**src/include/rdbc_pkg.sv**
```systemverilog
// Constants for the reverse-drive and active-braking configuration register.
// Assumes a 32-bit AXI4-Lite register bus with 12-bit byte addresses.
//
// Contract
// - Register at index 82h, resets to zero
// - Bits 30-27 select linear reverse acceleration
// - Bits 26-23 select quadratic reverse acceleration
// - Bits 22-20 select braking bus current limit
// - Bits 19-10 give braking proportional gain
// - Bits 9-0 give braking integral gain
package rdbc_pkg;

  // ----------------------------------------------------------------------
  // Bus layout
  // ----------------------------------------------------------------------
  localparam int          RDBC_ADDR_W      = 12;
  localparam int          RDBC_DATA_W      = 32;
  localparam int          RDBC_STRB_W      = 4;
  localparam logic [11:0] RDBC_REG_INDEX   = 12'h082;
  localparam int          RDBC_WORD_LSB    = 2;
  // Offset counts words, so the byte address is four times the index
  localparam logic [11:0] RDBC_REG_ADDR    = RDBC_REG_INDEX << RDBC_WORD_LSB;
  localparam logic [1:0]  RDBC_RESP_OKAY   = 2'h0;
  localparam logic [1:0]  RDBC_RESP_SLVERR = 2'h2;

  // ----------------------------------------------------------------------
  // Register fields
  // ----------------------------------------------------------------------
  localparam logic [31:0] RDBC_CFG_RESET  = 32'h00000000;
  localparam logic [31:0] RDBC_WRITE_MASK = 32'h7fffffff;
  localparam int          RDBC_A1_MSB     = 30;
  localparam int          RDBC_A1_LSB     = 27;
  localparam int          RDBC_A2_MSB     = 26;
  localparam int          RDBC_A2_LSB     = 23;
  localparam int          RDBC_ILIM_MSB   = 22;
  localparam int          RDBC_ILIM_LSB   = 20;
  localparam int          RDBC_KP_MSB     = 19;
  localparam int          RDBC_KP_LSB     = 10;
  localparam int          RDBC_KI_MSB     = 9;
  localparam int          RDBC_KI_LSB     = 0;

  // ----------------------------------------------------------------------
  // Code tables
  // ----------------------------------------------------------------------
  // Acceleration in units of 0.01 Hz/s (or Hz/s2)
  localparam logic [19:0] RDBC_A1_TABLE [16] = '{
    20'h00001, 20'h00005, 20'h00064, 20'h000fa,
    20'h001f4, 20'h003e8, 20'h009c4, 20'h01388,
    20'h01d4c, 20'h02710, 20'h061a8, 20'h0c350,
    20'h00000, 20'h186a0, 20'h00000, 20'hf4240};
  localparam logic [15:0] RDBC_A1_RSVD = 16'h5000;
  localparam logic [19:0] RDBC_A2_TABLE [16] = '{
    20'h00000, 20'h00005, 20'h00064, 20'h000fa,
    20'h001f4, 20'h003e8, 20'h009c4, 20'h01388,
    20'h01d4c, 20'h02710, 20'h061a8, 20'h0c350,
    20'h124f8, 20'h186a0, 20'h7a120, 20'hf4240};
  // Current limit in units of 1/16 A
  localparam logic [7:0]  RDBC_ILIM_TABLE [8] = '{
    8'h05, 8'h0a, 8'h14, 8'h1e, 8'h28, 8'h32, 8'h3c, 8'h00};
  localparam logic [2:0]  RDBC_ILIM_RSVD  = 3'h7;

endpackage

```
**src/rdbc_decode.sv**
```systemverilog
// Field decoder for the reverse-drive and braking configuration word.
// Purely combinational; the caller registers the results.
`timescale 1ns/10ps
`default_nettype none

module rdbc_decode
(
  // Configuration word
  input  wire logic [31:0] cfg,
  // Decoded settings
  output logic      [19:0] lin_accel,
  output logic             lin_accel_rsvd,
  output logic      [19:0] quad_accel,
  output logic      [7:0]  brake_ilim,
  output logic             brake_ilim_rsvd
);
  import rdbc_pkg::*;

  function automatic logic [19:0] accel_lookup(input logic [3:0] code,
                                               input logic       quad);
    accel_lookup = quad ? RDBC_A2_TABLE[code] : RDBC_A1_TABLE[code];
  endfunction

  always_comb
  begin
    lin_accel       = accel_lookup(cfg[RDBC_A1_MSB:RDBC_A1_LSB], 1'b0);
    // Unlisted codes decode to zero and are flagged
    lin_accel_rsvd  = RDBC_A1_RSVD[cfg[RDBC_A1_MSB:RDBC_A1_LSB]];
    quad_accel      = accel_lookup(cfg[RDBC_A2_MSB:RDBC_A2_LSB], 1'b1);
    brake_ilim      = RDBC_ILIM_TABLE[cfg[RDBC_ILIM_MSB:RDBC_ILIM_LSB]];
    brake_ilim_rsvd = cfg[RDBC_ILIM_MSB:RDBC_ILIM_LSB] == RDBC_ILIM_RSVD;
  end

endmodule

`default_nettype wire

```
**src/rdbc_top.sv**
```systemverilog
// AXI4-Lite slave holding the reverse-drive and active-braking register,
// with registered decoded settings for the motor-control algorithm.
// Assumes one clock, synchronous active-low reset, one master.
`timescale 1ns/10ps
`default_nettype none

module rdbc_top
(
  // Clock and reset
  input  wire logic                             aclk,
  input  wire logic                             aresetn,
  // Write address channel
  input  wire logic [rdbc_pkg::RDBC_ADDR_W-1:0] s_axi_awaddr,
  input  wire logic                             s_axi_awvalid,
  output logic                                  s_axi_awready,
  // Write data channel
  input  wire logic [rdbc_pkg::RDBC_DATA_W-1:0] s_axi_wdata,
  input  wire logic [rdbc_pkg::RDBC_STRB_W-1:0] s_axi_wstrb,
  input  wire logic                             s_axi_wvalid,
  output logic                                  s_axi_wready,
  // Write response channel
  output logic      [1:0]                       s_axi_bresp,
  output logic                                  s_axi_bvalid,
  input  wire logic                             s_axi_bready,
  // Read address channel
  input  wire logic [rdbc_pkg::RDBC_ADDR_W-1:0] s_axi_araddr,
  input  wire logic                             s_axi_arvalid,
  output logic                                  s_axi_arready,
  // Read data channel
  output logic      [rdbc_pkg::RDBC_DATA_W-1:0] s_axi_rdata,
  output logic      [1:0]                       s_axi_rresp,
  output logic                                  s_axi_rvalid,
  input  wire logic                             s_axi_rready,
  // Settings to the motor-control algorithm
  output logic      [19:0]                      lin_accel_q,
  output logic                                  lin_accel_rsvd_q,
  output logic      [19:0]                      quad_accel_q,
  output logic      [7:0]                       brake_ilim_q,
  output logic                                  brake_ilim_rsvd_q,
  output logic      [9:0]                       brake_kp_q,
  output logic      [9:0]                       brake_ki_q
);
  import rdbc_pkg::*;

  // ----------------------------------------------------------------------
  // Storage and decode
  // ----------------------------------------------------------------------
  logic [31:0]            cfg_q;
  logic [RDBC_ADDR_W-1:0] awaddr_q;
  logic [31:0]            wdata_q;
  logic [3:0]             wstrb_q;
  logic                   aw_done_q;
  logic                   w_done_q;
  logic                   wr_fire;
  logic                   wr_hit;
  logic [19:0]            lin_accel_d;
  logic                   lin_accel_rsvd_d;
  logic [19:0]            quad_accel_d;
  logic [7:0]             brake_ilim_d;
  logic                   brake_ilim_rsvd_d;

  function automatic logic addr_hit(input logic [RDBC_ADDR_W-1:0] a);
    addr_hit = a[RDBC_ADDR_W-1:RDBC_WORD_LSB] ==
               RDBC_REG_ADDR[RDBC_ADDR_W-1:RDBC_WORD_LSB];
  endfunction

  // Both halves of a write must be held and the last answer taken
  assign wr_fire = aw_done_q && w_done_q && !s_axi_bvalid;
  assign wr_hit  = addr_hit(awaddr_q);

  rdbc_decode u_decode
  (
    .cfg             (cfg_q),
    .lin_accel       (lin_accel_d),
    .lin_accel_rsvd  (lin_accel_rsvd_d),
    .quad_accel      (quad_accel_d),
    .brake_ilim      (brake_ilim_d),
    .brake_ilim_rsvd (brake_ilim_rsvd_d)
  );

  // ----------------------------------------------------------------------
  // Write address and data capture
  // ----------------------------------------------------------------------
  always_ff @(posedge aclk)
  begin
    if (!aresetn)
    begin
      s_axi_awready <= 1'b0;
      aw_done_q     <= 1'b0;
      awaddr_q      <= '0;
    end
    else if (s_axi_awready && s_axi_awvalid)
    begin
      s_axi_awready <= 1'b0;
      aw_done_q     <= 1'b1;
      awaddr_q      <= s_axi_awaddr;
    end
    else if (s_axi_bvalid && s_axi_bready)
    begin
      s_axi_awready <= 1'b1;
      aw_done_q     <= 1'b0;
    end
    else if (!aw_done_q)
      s_axi_awready <= 1'b1;
  end

  always_ff @(posedge aclk)
  begin
    if (!aresetn)
    begin
      s_axi_wready <= 1'b0;
      w_done_q     <= 1'b0;
      wdata_q      <= '0;
      wstrb_q      <= '0;
    end
    else if (s_axi_wready && s_axi_wvalid)
    begin
      s_axi_wready <= 1'b0;
      w_done_q     <= 1'b1;
      wdata_q      <= s_axi_wdata;
      wstrb_q      <= s_axi_wstrb;
    end
    else if (s_axi_bvalid && s_axi_bready)
    begin
      s_axi_wready <= 1'b1;
      w_done_q     <= 1'b0;
    end
    else if (!w_done_q)
      s_axi_wready <= 1'b1;
  end

  // ----------------------------------------------------------------------
  // Write response
  // ----------------------------------------------------------------------
  always_ff @(posedge aclk)
  begin
    if (!aresetn)
    begin
      s_axi_bvalid <= 1'b0;
      s_axi_bresp  <= RDBC_RESP_OKAY;
    end
    else if (wr_fire)
    begin
      s_axi_bvalid <= 1'b1;
      s_axi_bresp  <= wr_hit ? RDBC_RESP_OKAY : RDBC_RESP_SLVERR;
    end
    else if (s_axi_bready)
      s_axi_bvalid <= 1'b0;
  end

  // ----------------------------------------------------------------------
  // Configuration register
  // ----------------------------------------------------------------------
  // Bit 31 is read-only zero, so a stray one from software is dropped
  generate
    for (genvar b = 0; b < RDBC_STRB_W; b++)
    begin : g_byte
      always_ff @(posedge aclk)
      begin
        if (!aresetn)
          cfg_q[b*8 +: 8] <= RDBC_CFG_RESET[b*8 +: 8];
        else if (wr_fire && wr_hit && wstrb_q[b])
          cfg_q[b*8 +: 8] <= wdata_q[b*8 +: 8] &
                             RDBC_WRITE_MASK[b*8 +: 8];
      end
    end
  endgenerate

  // ----------------------------------------------------------------------
  // Read channel
  // ----------------------------------------------------------------------
  always_ff @(posedge aclk)
  begin
    if (!aresetn)
    begin
      s_axi_arready <= 1'b0;
      s_axi_rvalid  <= 1'b0;
      s_axi_rdata   <= '0;
      s_axi_rresp   <= RDBC_RESP_OKAY;
    end
    else if (s_axi_arready && s_axi_arvalid)
    begin
      s_axi_arready <= 1'b0;
      s_axi_rvalid  <= 1'b1;
      s_axi_rdata   <= addr_hit(s_axi_araddr) ? cfg_q : '0;
      s_axi_rresp   <= addr_hit(s_axi_araddr) ? RDBC_RESP_OKAY
                                              : RDBC_RESP_SLVERR;
    end
    else if (s_axi_rvalid && s_axi_rready)
    begin
      s_axi_rvalid  <= 1'b0;
      s_axi_arready <= 1'b1;
    end
    else if (!s_axi_rvalid)
      s_axi_arready <= 1'b1;
  end

  // ----------------------------------------------------------------------
  // Decoded settings
  // ----------------------------------------------------------------------
  // One cycle of lag after a write keeps every output a plain flip-flop
  always_ff @(posedge aclk)
  begin
    if (!aresetn)
    begin
      lin_accel_q       <= '0;
      lin_accel_rsvd_q  <= 1'b0;
      quad_accel_q      <= '0;
      brake_ilim_q      <= '0;
      brake_ilim_rsvd_q <= 1'b0;
      brake_kp_q        <= '0;
      brake_ki_q        <= '0;
    end
    else
    begin
      lin_accel_q       <= lin_accel_d;
      lin_accel_rsvd_q  <= lin_accel_rsvd_d;
      quad_accel_q      <= quad_accel_d;
      brake_ilim_q      <= brake_ilim_d;
      brake_ilim_rsvd_q <= brake_ilim_rsvd_d;
      brake_kp_q        <= cfg_q[RDBC_KP_MSB:RDBC_KP_LSB];
      brake_ki_q        <= cfg_q[RDBC_KI_MSB:RDBC_KI_LSB];
    end
  end

  // ----------------------------------------------------------------------
  // Checks
  // ----------------------------------------------------------------------
  property p_reset_zero;
    @(posedge aclk) !aresetn |=> cfg_q == RDBC_CFG_RESET;
  endproperty
  a_reset_zero: assert property (p_reset_zero)
    else $error("Config register not zero after reset");

  property p_full_write;
    @(posedge aclk) disable iff (!aresetn)
      wr_fire && wr_hit && (&wstrb_q) |=>
        cfg_q == ($past(wdata_q) & RDBC_WRITE_MASK) && s_axi_bvalid
        && s_axi_bresp == RDBC_RESP_OKAY;
  endproperty
  a_full_write: assert property (p_full_write)
    else $error("Full write did not land in config register");

  property p_lin_accel;
    @(posedge aclk) disable iff (!aresetn)
      $past(aresetn) |->
        lin_accel_q == RDBC_A1_TABLE[$past(cfg_q[RDBC_A1_MSB:RDBC_A1_LSB])];
  endproperty
  a_lin_accel: assert property (p_lin_accel)
    else $error("Linear acceleration decode mismatch");

  property p_quad_accel;
    @(posedge aclk) disable iff (!aresetn)
      $past(aresetn) |->
        quad_accel_q == RDBC_A2_TABLE[$past(cfg_q[RDBC_A2_MSB:RDBC_A2_LSB])];
  endproperty
  a_quad_accel: assert property (p_quad_accel)
    else $error("Quadratic acceleration decode mismatch");

  property p_brake_ilim;
    @(posedge aclk) disable iff (!aresetn)
      $past(aresetn) && $past(cfg_q[RDBC_ILIM_MSB:RDBC_ILIM_LSB])
        == RDBC_ILIM_RSVD |-> brake_ilim_rsvd_q && brake_ilim_q == '0;
  endproperty
  a_brake_ilim: assert property (p_brake_ilim)
    else $error("Reserved current limit code not flagged");

  property p_brake_kp;
    @(posedge aclk) disable iff (!aresetn)
      $past(aresetn) |->
        brake_kp_q == $past(cfg_q[RDBC_KP_MSB:RDBC_KP_LSB]);
  endproperty
  a_brake_kp: assert property (p_brake_kp)
    else $error("Proportional gain does not follow its field");

  property p_brake_ki;
    @(posedge aclk) disable iff (!aresetn)
      $past(aresetn, 2) |->
        brake_ki_q == $past(cfg_q[RDBC_KI_MSB:RDBC_KI_LSB])
        && $past(brake_ki_q) == $past(cfg_q[RDBC_KI_MSB:RDBC_KI_LSB], 2);
  endproperty
  a_brake_ki: assert property (p_brake_ki)
    else $error("Integral gain does not follow its field");

endmodule

`default_nettype wire

```
**config.mk**
```make
export PLATFORM = sky130hd
export DESIGN_NAME = rdbc_top
export DESIGN_NICKNAME = d
export VERILOG_FILES = /design/src/include/rdbc_pkg.sv /design/src/rdbc_decode.sv /design/src/rdbc_top.sv
export SDC_FILE = /design/constraint.sdc
export NUM_CORES = 1
export LEC_CHECK = 0
export CAP_MARGIN = 10
export CORE_UTILIZATION = 45
export CTS_CLUSTER_SIZE = 24
export DETAILED_ROUTE_END_ITERATION = 8
export DONT_BUFFER_PORTS = 1
export GPL_ROUTABILITY_DRIVEN = 0
export PLACE_DENSITY = 0.71
export SYNTH_ARGS = -nofsm -noshare
export SYNTH_HDL_FRONTEND = slang
export SYNTH_HIERARCHICAL = 1
export SYNTH_SLANG_ARGS = --single-unit
```
**constraint.sdc**
```tcl
create_clock -name aclk -period 2.35 [get_ports aclk]
set_input_delay 0.235 -clock aclk [delete_from_list [all_inputs] [get_ports aclk]]
set_output_delay 0.235 -clock aclk [all_outputs]
set_load 0.02 [all_outputs]
```
Yosys cells after proc, flatten, opt, wreduce, memory -nomap -nowiden --
Memories as Yosys holds them, arrays and structs flattened. A register that Yosys moved wholly into a read port is not among the register bits. Index checks and enable logic that the tools add are counted.
Word-level totals: output and inout port bits 111, ROM bits 720, memories 4, bits in registers 142, input port bits 67
Memories:
- (name not given) | depth 16, bits a word 20, read ports 1, clocked after Yosys merged registers in 1, write ports 0, RTL line rdbc_decode.sv:21 | accel_lookup = quad ? RDBC_A2_TABLE[code] : RDBC_A1_TABLE[code];
- (name not given) | depth 16, bits a word 20, read ports 1, clocked after Yosys merged registers in 1, write ports 0, RTL line rdbc_decode.sv:21
- (name not given) | depth 8, bits a word 8, read ports 1, clocked after Yosys merged registers in 1, write ports 0, RTL line rdbc_decode.sv:30 | brake_ilim = RDBC_ILIM_TABLE[cfg[RDBC_ILIM_MSB:RDBC_ILIM_LSB]];
- (name not given) | depth 16, bits a word 1, read ports 1, clocked after Yosys merged registers in 1, write ports 0, RTL line rdbc_decode.sv:28 | lin_accel_rsvd = RDBC_A1_RSVD[cfg[RDBC_A1_MSB:RDBC_A1_LSB]];
Cells by class: reduce and logical (&&, ||, !) cells 24, mux-type cells 16, equal/unequal tests 6, bitwise logic cells 4
Operators with widths (count):
- 2-to-1 mux 31 bit | 1
- equality test 10 x 8 -> 1 bit, second input constant | 2
- 2-to-1 mux 1 bit | 13
- logical AND 1 bit | 12
- NOT 4 -> 5 bit | 2
- nonzero test 2 bit | 4
- != test 2 x 1 -> 1 bit, second input constant | 3
- OR reduction 2 bit | 3
- logical NOT 1 bit | 5
- 2-to-1 mux 2 bit | 2
- NOT 3 -> 4 bit | 1
- equality test 3 bit, second input constant | 1
- NOT 1 bit | 1

Depth between registers and ports, before layout --
word-level depth 4, gate-level depth with buffers 6, gate-level depth less buffers 6

Hierarchy --
Netlist, hierarchy kept.
Modules (own cells, without submodules):
- rdbc_top | instances 1, area each 6100.9 um2, cells an instance 624
- rdbc_decode | instances 1, area each 917.1 um2, cells an instance 134

Least setup slack after synthesis --
OpenSTA, ideal clock, no wires.
path type reg-to-reg, start point reg awaddr_q[8], end point reg cfg_q[24], required time 2231 ps, data arrival time 1714 ps, buffers on the path 2, clock period less this slack 1833 ps, setup time 119 ps, setup slack 517 ps, cell stages (with the launch flop) 6, cell sequence dfxtp_1 > or4b_4 > buf_6 > or4_4 > buf_6 > mux2i_1
Between the ends: longest elaborated chain between the ends 3
RTL lines:
- start, declared | RTL line rdbc_top.sv:49 | logic [RDBC_ADDR_W-1:0] awaddr_q;
- start signal, assigned | RTL line rdbc_top.sv:96 | awaddr_q <= s_axi_awaddr;
- equality test 10 x 8 -> 1 bit | RTL line rdbc_top.sv:63 | addr_hit = a[RDBC_ADDR_W-1:RDBC_WORD_LSB] ==
- logical AND 1 bit (2 in a row) | RTL line rdbc_top.sv:162 | else if (wr_fire && wr_hit && wstrb_q[b])
- end signal, assigned by index | RTL line rdbc_top.sv:161 | cfg_q[b*8 +: 8] <= RDBC_CFG_RESET[b*8 +: 8];
- end signal, assigned by index | RTL line rdbc_top.sv:163 | cfg_q[b*8 +: 8] <= wdata_q[b*8 +: 8] &
- end, declared | RTL line rdbc_top.sv:48 | logic [31:0] cfg_q;
No other way between the ends. A chain may end at the register's enable or synchronous reset.

Final worst setup path --
start point reg s_axi_wready, end point reg wdata_q[7]
Between the ends: longest elaborated chain between the ends 1
RTL lines:
- start, declared | RTL line rdbc_top.sv:20 | output logic s_axi_wready,
- start signal, assigned | RTL line rdbc_top.sv:111 | s_axi_wready <= 1'b0;
- start signal, assigned | RTL line rdbc_top.sv:118 | s_axi_wready <= 1'b0;
- start signal, assigned | RTL line rdbc_top.sv:125 | s_axi_wready <= 1'b1;
- logical AND 1 bit | RTL line rdbc_top.sv:116 | else if (s_axi_wready && s_axi_wvalid)
- end signal, assigned | RTL line rdbc_top.sv:120 | wdata_q <= s_axi_wdata;
- end, declared | RTL line rdbc_top.sv:50 | logic [31:0] wdata_q;
No other way between the ends.

==> impl_metrics.tcl <==
set metrics [dict create \
    status "finished clean" \
    dr_total_vias 4945 \
    synth-edff-count 0 \
    synth_area_sq_um 7020 \
    drt-initial-drc-count 228 \
    hp-start "aresetn" \
    ant_nets 0 \
    setup_ws_ps 276 \
    synth-seq-cells 186 \
    vdd_drop_max_mv 0.555 \
    io_pins 178 \
    ys_warn_count 6 \
    wl_um 15000 \
    top_usage_layer "met2" \
    hold_depth 2 \
    relSlewSlack 0.583 \
    holdCritPathClass "in -> reg" \
    skew_ps 7.66 \
    h-tree-depth 4 \
    design.die.area_sq_um 16100 \
    cts-root-buf "clkbuf_16" \
    fin_crit_sh 0.883 \
    synth_top_area_cell "dfxtp_1" \
    critPathCaptureType "flop" \
    grt_max_degree 142 \
    layout.nets 888 \
    regToRegEndpoint "wdata_q[7]" \
    drc_errors 0 \
    r2r-start "s_axi_wready" \
    row_count 45 \
    grt_use_total 0.193 \
    diodes 0 \
    final.setup.tns_ps 0 \
    r2r_setup_slack_ps 280 \
    hold_viol 0 \
    arrival_ps 2380 \
    met2_usage 0.326 \
    global_route.usage.met3 0.0641 \
    rsz0062_at_grt "false" \
    layout_min_cycle_time_ps 2070 \
    p_leak_nw 3.42 \
    avgSynthCellArea_sq_um 9.26 \
    cts.sinks 186 \
    initial_core_util 0.462 \
    die_h_um 127 \
    worstSetupStartpointType "flop" \
    cts_setup_buffers 0 \
    clk_latency_ps 410 \
    avgViaCountPerCell 4.95 \
    core_sq_um 15200 \
    powerDensity_nw_per_um2 791 \
    clockBufferDepth 2 \
    final-setup-viol-count 0 \
    fillers 1374 \
    ys_types 42 \
    numPortBuffers 0 \
    fin_area_sq_um 8380 \
    hold-path-endpoint "brake_ki_q[0]" \
    syn_to_final_growth_pct 19.4 \
    drt_first_pass_iters 4 \
    synthTopCellsByCount "nand2_1 (197), dfxtp_1 (186), and2_1 (59), a21boi_0 (51), o21ai_0 (39)" \
    rr_worst_depth 5 \
    postSynth.asyncResetShare 0 \
    globalRouteOverflowTotal 0 \
    path_class "reg -> reg" \
    fmax_mhz 482 \
    dp_hpwl_um 8980 \
    dieWidth_um 127 \
    cts_tree "yes" \
    placed_cell_area_sq_um 7110 \
    dpl.cell_count 907 \
    cp.required_ps 2650 \
    grt_pass1_wl_um 24200 \
    avgRoutedWirePerCell_um 15.0 \
    path_max_fanout 24 \
    clkTransAtPathRegs_ps 70 \
    grt_use_met1 0.232 \
    yosys-top-cells-area "dfxtp_1 (53%), nand2_1 (11%), a21boi_0 (5.5%), mux2i_1 (5.4%), and2_1 (5.3%)" \
    synth.top_cell.area_share 0.531 \
    synthFlopType "dfxtp_1" \
    dp_slack_ps 410 \
    grt_antenna_before_repair 0 \
    max_slew.worst_pin.slew_ps 625 \
    fin_cells 1000 \
    cts_buffers 17 \
    power.total_mw 6.63 \
    grt_pass1_vias 4899 \
    synth-seq-area-share 0.531 \
    cap_violations 0 \
    final_layout_size_suffix_gt1_frac 0.0677 \
    final-max-slew-violation-count 0 \
    synth.most_common_cell "nand2_1" \
    netlist_instances 758 \
]
[timing repair]
item	in CTS	in global routing
endpoints found under the setup margin	0	0
hold buffers	61	0
hold endpoints to repair	151	0
gates resized for setup	0	0
[layout by cell type, fill, tap and decap left out, drive strengths merged, types with 2 or more instances in the layout]
master / n
o211a: 3
a21oi: 12
nand2b: 3
clkinv: 3
inv: 34
conb: 5
a21o: 2
or4b: 2
nor4b: 2
ha: 22
clkinvlp: 3
nor2: 17
nand2: 197
clkbuf: 18
and2: 59
buf: 10
nor3: 3
mux2i: 38
or3b: 4
dfxtp: 186
nor4: 3
nor2b: 13
bufinv: 5
a21boi: 52
or3: 2
o21a: 2
dlygate4sd3: 60
o21ai: 39
a22o: 2
[power breakdown]
group          switching [mW]  leakage [nW]  internal (mW)
clock network            1.22         0.307           1.90
logic                   0.140          1.60          0.129
registers              0.0440          1.51           3.20
total                    1.40          3.42           5.23
[critical path, stage by stage (launching register included)]
cell and delay (ps):
dfxtp_1 500, nand2_1 420, buf_12 310, nand2_1 70
a21boi_0 80, dlygate4sd3_1 570
[worst max path at each step]
stage	end	slack (ps)	start
finish	wdata_q[7]	280	s_axi_wready
global route	wdata_q[20]	100	s_axi_wready
CTS	wdata_q[20]	270	s_axi_wready
detailed placement	cfg_q[25]	410	awaddr_q[7]
global placement	cfg_q[25]	440	awaddr_q[7]
floorplan	cfg_q[24]	520	awaddr_q[8]
[logic make-up (layout without fill, tap and decap cells)]
family	Yosys count	count (layout)	synth area share
and+or+nand+nor	310	310	0.211
DFF	186	186	0.531
AOI/OAI and AO/OA	117	117	0.109
buffers and inverters	82	133	0.0521
muxes	39	39	0.0574
adders and majority gates	22	22	0.0392
other	2	5	0.00107
[registers in the layout (all words and copies together) (netlist names)]
register           flops
awaddr_q              10
s_axi_bvalid           1
brake_ilim_q           8
s_axi_wready           1
wstrb_q                4
s_axi_rresp            1
lin_accel_q           20
s_axi_rvalid           1
brake_ilim_rsvd_q      1
lin_accel_rsvd_q       1
s_axi_bresp            1
s_axi_awready          1
s_axi_rdata           31
w_done_q               1
s_axi_arready          1
wdata_q               31
quad_accel_q          20
brake_kp_q            10
aw_done_q              1
cfg_q                 31
brake_ki_q            10
[area by class of cell]
cell class	count	area (sq um)	area share
tap	188	235	0.0281
sequential	186	3720	0.444
inverter	31	116	0.0139
clock buffer	18	429	0.0512
multi-input combinational	493	2950	0.352
clock inverter	14	218	0.0260
timing repair buffer	70	708	0.0845
[layer usage]
metal  routed length (um)  vias up  part of all wire
met2                 7250      134              0.48
met3                  937       12             0.063
li1                     -     2510                 -
met5                    0        -                 0
met4                  170        0             0.011
met1                 6630     2289              0.44
[metrics by stage]
step           hold WS [ps]   util
2_1_floorplan           380      -
4_1_cts              0.0887  0.551
6_report               11.2  0.551
3_3_place_gp            378  0.467
3_5_place_dp            380  0.467
5_1_grt                6.72  0.551
No activity file was read; power rests on OpenSTA's default activity.
